[src/pkg/cbt_pkg.sv]
/*
 * Constants and types for the CAN bit-timing configuration block.
 * Assumes a single 50 MHz reference clock and a 32-bit Wishbone bus.
 */
package cbt_pkg;
    // ------------------------------------------------------------
    // Register map (byte addresses)
    // ------------------------------------------------------------
    localparam logic [7:0] ADDR_CTRL_A  = 8'h00;
    localparam logic [7:0] ADDR_CTRL_B  = 8'h04;
    localparam logic [7:0] ADDR_CTRL_C  = 8'h08;
    localparam logic [7:0] ADDR_MODE    = 8'h0C;
    localparam logic [7:0] ADDR_STATUS  = 8'h10;

    // ------------------------------------------------------------
    // Field positions and reset values
    // ------------------------------------------------------------
    localparam int         B_SRC_BIT    = 7;
    localparam int         B_TRIPLE_BIT = 6;
    localparam int         C_WAKE_BIT   = 6;
    localparam logic [7:0] C_WR_MASK    = 8'h47;
    localparam logic [7:0] RST_CTRL     = 8'h00;
    localparam logic       RST_CFG_MODE = 1'b1;

    // ------------------------------------------------------------
    // Timing constants
    // ------------------------------------------------------------
    localparam logic [3:0] IPT_TQ        = 4'h2;
    localparam int         WAKE_FILT_NS  = 200;
    localparam int         CLK_PERIOD_NS = 20;
    localparam int         WAKE_FILT_CYC = (WAKE_FILT_NS + CLK_PERIOD_NS - 1) / CLK_PERIOD_NS;

    typedef enum logic [1:0] {
        SEG_SYNC = 2'b00,
        SEG_PROP = 2'b01,
        SEG_PH1  = 2'b10,
        SEG_PH2  = 2'b11
    } cbt_seg_t;
endpackage

[src/cbt_top.sv]
/*
 * CAN bit-timing configuration and bit timing engine with Wishbone slave.
 * Assumes rx_i is synchronous to ref_clk and a classic Wishbone master.
 */
// Functional notes
// - Timing registers writable only in configuration mode
// - Phase 2 programmed, else max(phase1, INFORMATION_PROCESSING_TIME)
// - Triple sample: majority of three samples
// - Single sample taken at the sample point
// - Phase 2 field length is value plus one
// - Phase 2 field ignored when source clear
// - Wake-up filter select bypasses or uses filter
// - Unimplemented control C bits read zero
// - Quantum is two times (prescaler plus one)
// - Resync adjustment limited to jump width
`timescale 1ns/1ns
`default_nettype none
module cbt_top
    import cbt_pkg::*;
#(
    parameter int WAKE_CYC = WAKE_FILT_CYC
)(
    // Clock and reset
    input  wire logic        ref_clk,
    input  wire logic        srst,
    // Wishbone slave
    input  wire logic        wb_cyc_i,
    input  wire logic        wb_stb_i,
    input  wire logic        wb_we_i,
    input  wire logic [7:0]  wb_adr_i,
    input  wire logic [3:0]  wb_sel_i,
    input  wire logic [31:0] wb_dat_i,
    output logic      [31:0] wb_dat_o,
    output logic             wb_ack_o,
    // CAN receive line and timing outputs
    input  wire logic        rx_i,
    output logic             rx_bit_o,
    output logic             sample_o,
    output logic             bit_start_o,
    output logic             wake_o
);
    // ------------------------------------------------------------
    // Registers
    // ------------------------------------------------------------
    logic [7:0] ctrl_a_ff;
    logic [7:0] ctrl_b_ff;
    logic [7:0] ctrl_c_ff;
    logic       cfg_mode_ff;
    logic       ack_ff;
    logic [31:0] dat_ff;
    logic       req;
    logic       wr_ok;

    assign req   = wb_cyc_i & wb_stb_i & ~ack_ff;
    assign wr_ok = req & wb_we_i & wb_sel_i[0];

    always_ff @(posedge ref_clk) begin
        if (srst) begin
            cfg_mode_ff <= RST_CFG_MODE;
        end else if (wr_ok && wb_adr_i == ADDR_MODE) begin
            cfg_mode_ff <= wb_dat_i[0];
        end
    end

    always_ff @(posedge ref_clk) begin
        if (srst) begin
            ctrl_a_ff <= RST_CTRL;
            ctrl_b_ff <= RST_CTRL;
            ctrl_c_ff <= RST_CTRL;
        end else if (wr_ok && cfg_mode_ff) begin
            if (wb_adr_i == ADDR_CTRL_A) begin
                ctrl_a_ff <= wb_dat_i[7:0];
            end
            if (wb_adr_i == ADDR_CTRL_B) begin
                ctrl_b_ff <= wb_dat_i[7:0];
            end
            if (wb_adr_i == ADDR_CTRL_C) begin
                ctrl_c_ff <= wb_dat_i[7:0] & C_WR_MASK;
            end
        end
    end

    // ------------------------------------------------------------
    // Segment lengths
    // ------------------------------------------------------------
    logic [3:0] prop_len;
    logic [3:0] ph1_len;
    logic [3:0] ph2_len;
    logic [3:0] sjw_len;
    logic [6:0] tq_div;

    assign prop_len = {1'b0, ctrl_b_ff[2:0]} + 4'h1;
    assign ph1_len  = {1'b0, ctrl_b_ff[5:3]} + 4'h1;
    assign sjw_len  = {2'b00, ctrl_a_ff[7:6]} + 4'h1;
    assign tq_div   = {ctrl_a_ff[5:0], 1'b0} + 7'h2;
    assign ph2_len  = ctrl_b_ff[B_SRC_BIT] ? ({1'b0, ctrl_c_ff[2:0]} + 4'h1) :
                      ((ph1_len > IPT_TQ) ? ph1_len : IPT_TQ);

    // ------------------------------------------------------------
    // Quantum divider
    // ------------------------------------------------------------
    logic [6:0] div_ff;
    logic       tq_en;

    assign tq_en = ~cfg_mode_ff && (div_ff == tq_div - 7'h1);

    always_ff @(posedge ref_clk) begin
        if (srst || cfg_mode_ff || tq_en) begin
            div_ff <= 7'h00;
        end else begin
            div_ff <= div_ff + 7'h01;
        end
    end

    // ------------------------------------------------------------
    // Bit timing engine
    // ------------------------------------------------------------
    cbt_seg_t   seg_ff;
    logic [3:0] cnt_ff;
    logic [3:0] ext_ff;
    logic       edge_ff;
    logic       rx_prev_ff;
    logic       maj;
    logic       ph1_done;
    logic [4:0] ph2_jump;

    assign ph1_done = (cnt_ff == ph1_len + ext_ff);
    assign ph2_jump = {1'b0, cnt_ff} + {1'b0, sjw_len};

    cbt_sampler u_sampler (
        .ref_clk (ref_clk),
        .srst    (srst),
        .tq_en   (tq_en),
        .rx_i    (rx_i),
        .maj_o   (maj)
    );

    // Edge is held until the next quantum so no fall is missed
    always_ff @(posedge ref_clk) begin
        if (srst) begin
            rx_prev_ff <= 1'b1;
            edge_ff    <= 1'b0;
        end else begin
            rx_prev_ff <= rx_i;
            if (rx_prev_ff && !rx_i) begin
                edge_ff <= 1'b1;
            end else if (tq_en) begin
                edge_ff <= 1'b0;
            end
        end
    end

    always_ff @(posedge ref_clk) begin
        if (srst || cfg_mode_ff) begin
            seg_ff <= SEG_SYNC;
            cnt_ff <= 4'h1;
            ext_ff <= 4'h0;
        end else if (tq_en) begin
            case (seg_ff)
                SEG_SYNC: begin
                    seg_ff <= SEG_PROP;
                    cnt_ff <= 4'h1;
                    ext_ff <= 4'h0;
                end
                SEG_PROP: begin
                    if (edge_ff) begin
                        ext_ff <= sjw_len;
                    end
                    if (cnt_ff >= prop_len) begin
                        seg_ff <= SEG_PH1;
                        cnt_ff <= 4'h1;
                    end else begin
                        cnt_ff <= cnt_ff + 4'h1;
                    end
                end
                SEG_PH1: begin
                    if (edge_ff && ext_ff == 4'h0) begin
                        ext_ff <= sjw_len;
                    end
                    if (ph1_done) begin
                        seg_ff <= SEG_PH2;
                        cnt_ff <= 4'h1;
                    end else begin
                        cnt_ff <= cnt_ff + 4'h1;
                    end
                end
                SEG_PH2: begin
                    // Shortening by at most the jump width
                    if (cnt_ff >= ph2_len || (edge_ff && ph2_jump >= {1'b0, ph2_len})) begin
                        seg_ff <= SEG_SYNC;
                        cnt_ff <= 4'h1;
                    end else if (edge_ff) begin
                        cnt_ff <= ph2_jump[3:0];
                    end else begin
                        cnt_ff <= cnt_ff + 4'h1;
                    end
                end
                default: begin
                    seg_ff <= SEG_SYNC;
                    cnt_ff <= 4'h1;
                end
            endcase
        end
    end

    // ------------------------------------------------------------
    // Sampling outputs
    // ------------------------------------------------------------
    logic sample_now;

    assign sample_now = tq_en && seg_ff == SEG_PH1 && ph1_done;

    always_ff @(posedge ref_clk) begin
        if (srst) begin
            rx_bit_o    <= 1'b1;
            sample_o    <= 1'b0;
            bit_start_o <= 1'b0;
        end else begin
            sample_o    <= sample_now;
            bit_start_o <= tq_en && seg_ff == SEG_SYNC;
            if (sample_now) begin
                rx_bit_o <= ctrl_b_ff[B_TRIPLE_BIT] ? maj : rx_i;
            end
        end
    end

    // ------------------------------------------------------------
    // Wake-up detection
    // ------------------------------------------------------------
    logic [15:0] low_ff;

    always_ff @(posedge ref_clk) begin
        if (srst) begin
            low_ff <= 16'h0000;
            wake_o <= 1'b0;
        end else begin
            low_ff <= rx_i ? 16'h0000 : ((low_ff == 16'hFFFF) ? low_ff : low_ff + 16'h0001);
            if (ctrl_c_ff[C_WAKE_BIT]) begin
                wake_o <= !rx_i && low_ff == 16'(WAKE_CYC - 1);
            end else begin
                wake_o <= rx_prev_ff && !rx_i;
            end
        end
    end

    // ------------------------------------------------------------
    // Bus answer
    // ------------------------------------------------------------
    always_ff @(posedge ref_clk) begin
        if (srst) begin
            ack_ff <= 1'b0;
            dat_ff <= 32'h0000_0000;
        end else begin
            ack_ff <= req;
            if (req) begin
                case (wb_adr_i)
                    ADDR_CTRL_A: dat_ff <= {24'h000000, ctrl_a_ff};
                    ADDR_CTRL_B: dat_ff <= {24'h000000, ctrl_b_ff};
                    ADDR_CTRL_C: dat_ff <= {24'h000000, ctrl_c_ff & C_WR_MASK};
                    ADDR_MODE:   dat_ff <= {31'h00000000, cfg_mode_ff};
                    ADDR_STATUS: dat_ff <= {27'h0000000, wake_o, rx_bit_o, rx_i, seg_ff};
                    default:     dat_ff <= 32'h0000_0000;
                endcase
            end
        end
    end

    assign wb_ack_o = ack_ff;
    assign wb_dat_o = dat_ff;
endmodule
`default_nettype wire

[src/cbt_sampler.sv]
/*
 * Three-tap sampler: keeps the bus level at the last three quantum ticks
 * and offers their majority. Assumes rx is synchronous to ref_clk.
 */
`timescale 1ns/1ns
`default_nettype none
module cbt_sampler
    import cbt_pkg::*;
(
    // Clock and reset
    input  wire logic ref_clk,
    input  wire logic srst,
    // Sampling
    input  wire logic tq_en,
    input  wire logic rx_i,
    output logic      maj_o
);
    logic [2:0] taps_ff;

    always_ff @(posedge ref_clk) begin
        if (srst) begin
            taps_ff <= 3'h7;
        end else if (tq_en) begin
            taps_ff <= {taps_ff[1:0], rx_i};
        end
    end

    // Majority of three filters a single glitchy quantum
    assign maj_o = (taps_ff[0] & taps_ff[1]) | (taps_ff[0] & taps_ff[2]) | (taps_ff[1] & taps_ff[2]);
endmodule
`default_nettype wire

[config.mk]
export PLATFORM = sky130hd
export DESIGN_NAME = cbt_top
export DESIGN_NICKNAME = d
export VERILOG_FILES = /design/src/pkg/cbt_pkg.sv /design/src/cbt_top.sv /design/src/cbt_sampler.sv
export SDC_FILE = /design/constraint.sdc
export NUM_CORES = 1
export LEC_CHECK = 0
export CAP_MARGIN = 10
export CORE_MARGIN = 3
export CORE_UTILIZATION = 37
export CTS_CLUSTER_SIZE = 14
export DETAILED_ROUTE_END_ITERATION = 8
export DONT_BUFFER_PORTS = 1
export GPL_ROUTABILITY_DRIVEN = 1
export PLACE_DENSITY_LB_ADDON = 0.05
export SYNTH_ARGS = -nofsm -noshare
export SYNTH_HDL_FRONTEND = slang
export SYNTH_HIERARCHICAL = 1
export SYNTH_SLANG_ARGS = --single-unit
[constraint.sdc]
create_clock -name ref_clk -period 2.57 [get_ports ref_clk]
set_clock_uncertainty 0.05 [all_clocks]
set_input_delay 0.257 -clock ref_clk [delete_from_list [all_inputs] [get_ports ref_clk]]
set_output_delay 0.257 -clock ref_clk [all_outputs]
set_load 0.02 [all_outputs]
==> impl_metrics.py <==
metrics = {
    "run_status": {
        "status": "finished with violations",
        "violations": "hold timing, setup timing",
    },
    "timing": {
        "fmax_ghz": 0.380,
        "min_period_ns": 2.63,
        "setup_viol": 2,
        "rsz0062_at_grt": "yes",
        "fin_hold_ws_ns": -0.0564,
        "setup_ws_ns": -0.0632,
        "setup_tns_ns": -0.123,
        "hold_viol": 10,
        "fin_crit_sh_pct": 102,
        "final_max_slew_viol_count": 0,
    },
    "pwr": {
        "swShare_pct": 21.7,
        "pwr-share-clk_pct": 52.4,
        "switching_power_uw": 541,
        "peakVddDrop_uv": 235,
        "power_density_nw_per_um2": 457,
        "p_leak_uw": 0.00228,
        "pwr-share-comb_pct": 3.1,
        "internal-power_uw": 1960,
        "power_frac_seq_pct": 44.6,
    },
    "die": {
        "coreArea_sq_um": 10900,
        "start_util_pct": 38.1,
        "dieHeight_um": 112,
        "io_pins": 87,
        "dieArea_sq_um": 12600,
        "fp-row-count": 38,
        "die_x_um": 112,
    },
    "finish": {
        "fillers": 1086,
        "drive_above_1_share_pct": 22.2,
        "synthToLayoutAreaGrowth_pct": 31.1,
        "fin_area_sq_um": 5470,
        "fin_util_pct": 50.0,
        "antenna_cells": 0,
        "nNetsFinal": 651,
        "final_cells": 713,
    },
    "placement": {
        "gp_congestion": 0.754,
        "dpl_cell_area_sq_um": 4520,
        "dpl.hpwl_um": 8380,
        "port_buffers": 0,
        "post-place-cells": 662,
    },
    "global_routing": {
        "grt-busiest-layer": "met2",
        "grt_pass1_wl_um": 18100,
        "use_met2_pct": 28.9,
        "grt_max_degree": 39,
        "grtUsageMet3_pct": 3.50,
        "track_usage_pct": 17.8,
        "use_met1_pct": 24.0,
        "antenna_found_initial": 0,
        "grt_pass1_vias": 3523,
        "grt_overflow_total": 0,
    },
    "worst_setup_path": {
        "worstSetupPathType": "flip-flop to flip-flop",
        "crit_required_ns": 2.72,
        "end_kind": "flip-flop",
        "cp-start-kind": "flip-flop",
        "arrival_ns": 2.78,
        "crit_path_max_fanout": 3,
    },
    "clocking": {
        "htreeDepth": 3,
        "numClockSinks": 71,
        "path_clk_slew_ns": 0.06,
        "clk_latency_ns": 0.33,
        "ctsHoldBuffers": 23,
        "cts-root-buf": "clkbuf_16",
        "clk_path_buf_depth": 2,
        "numCtsBuffers": 9,
        "cts_tree": "done",
    },
    "logic_synthesis": {
        "async_flop_share_pct": 0,
        "synth-main-ff-cell": "dfxtp_1",
        "synth_top_cell_area_share_pct": 34.1,
        "yosys-top-cells-area": "dfxtp_1 34%, ha_1 9.3%, nor2_1 5.1%, a21oi_1 4.7%, buf_4 4.5%",
        "synthCells": 496,
        "seq_area_frac_synth_pct": 34.1,
        "synth_edf_count": 0,
        "yosysWarnings": 6,
        "synth_top_cell_by_area": "dfxtp_1",
        "ys_seq_elements": 71,
        "yosysMostFrequentCell": "dfxtp_1",
        "netlist_top_cells_count": "71 x dfxtp_1, 57 x nor2_1, 39 x a21oi_1",
        "synth_area_sq_um": 4170,
        "synthDistinctLibCells": 60,
        "syn_area_per_cell_sq_um": 8.41,
    },
    "hold_path": {
        "min_path_type": "input port to flip-flop",
    },
    "detailed_routing": {
        "ant_nets": 0,
        "viasPerCell": 5.06,
        "vias": 3610,
        "dr.pass1.iters": 5,
        "drt_iter0_markers": 247,
        "routed_wl_um": 11300,
        "drc": 0,
        "routedWlPerCell_um": 15.8,
    },
    "run": {
        "cap_violations": 0,
    },
}
[worst paths after layout]
path | startpoint | to | slack (ns) | cells past startpoint
worst max-delay path | ctrl_a_ff[6] | cnt_ff[0] | -0.06 | 11
worst min-delay path | srst | sample_o | -0.06 | 1
worst max register to register | ctrl_a_ff[6] | cnt_ff[0] | -0.06 | 11
worst min register to register | div_ff[0] | div_ff[0] | 0.42 | 1
[flip-flops by register name, summed over array words and instances, names as in the netlist, 2 cells and up]
register,count
ctrl_a_ff,8
wb_dat_o,8
low_ff,16
ctrl_b_ff,8
u_sampler/taps_ff,3
ext_ff,3
ctrl_c_ff,4
cnt_ff,4
seg_ff,2
div_ff,7
[worst max-delay path: stages, from the launching register on]
cell,delay [ns]
dfxtp_4,0.36
ha_4,0.30
inv_2,0.04
fa_2,0.39
xnor2_4,0.21
ha_4,0.24
a21oi_4,0.16
a21oi_4,0.08
buf_4,0.13
o31a_1,0.23
nor4_1,0.20
o211ai_1,0.11
[per-layer routing]
| metal | vias to the layer above | routed length, um |
|---|---|---|
| met5 | - | 0 |
| met4 | 0 | 78 |
| met3 | 5 | 375 |
| met2 | 58 | 5460 |
| met1 | 1702 | 5350 |
| li1 | 1845 | - |
[kinds of logic after synthesis]
logic type	count (synthesis)	share of synthesized area, %
muxes	17	4.44
adders and majority gates	34	10.5
buffers and inverters	64	8.04
DFF	71	34.1
other	1	0.0899
AOI/OAI and AO/OA	92	13.9
and+or+nand+nor	185	22.2
xor gates and xnor gates	32	6.72
[stage by stage]
step                      total power [uW]  setup slack, ns
final                                 2500          -0.0632
after global routing                  2590           -0.175
after CTS                             2530          -0.0401
after detailed placement              1210           -0.353
after global placement                1210           -0.269
after floorplan                       1240          0.00266
[power by group through the flow]
stage,Combinational (uW),Clock (uW),Sequential [uW]
after CTS,73.6,1340,1110
after detailed placement,69.0,0,1140
after global placement,68.8,0,1140
final,76.8,1310,1110
after global routing,84.0,1390,1110
after floorplan,104,0,1130
[repair_timing]
action | 4_1_cts | 5_1_grt
gates cloned | 0 | 0
setup endpoints to repair | 7 | 23
buffers inserted | 4 | 9
gates resized for setup | 37 | 27
hold endpoints to repair | 33 | 10
pin swaps | 21 | 21
[placed cells by master, fill, tap and decap left out, drive strengths merged, types with 15 or more instances in the layout]
cell type	netlist	layout
xnor2	17	17
dlygate4sd3	0	23
buf	27	55
a21oi	39	39
ha	31	31
nand2	34	34
nor2	57	57
xor2	15	15
dfxtp	71	71
conb	1	24
inv	24	25
nand3	29	29
[area by class of cell]
| type | count | area [sq um] | area share, % |
|---|---|---|---|
| multi-input cells | 384 | 2780 | 50.9 |
| flip-flops and latches | 71 | 1440 | 26.3 |
| repair buffers | 78 | 662 | 12.1 |
| clock buffers | 12 | 267 | 4.88 |
| well taps | 140 | 175 | 3.20 |
| inverters | 24 | 92.6 | 1.69 |
| clock inverters | 4 | 51.3 | 0.938 |
No activity file was read; power rests on OpenSTA's default activity.
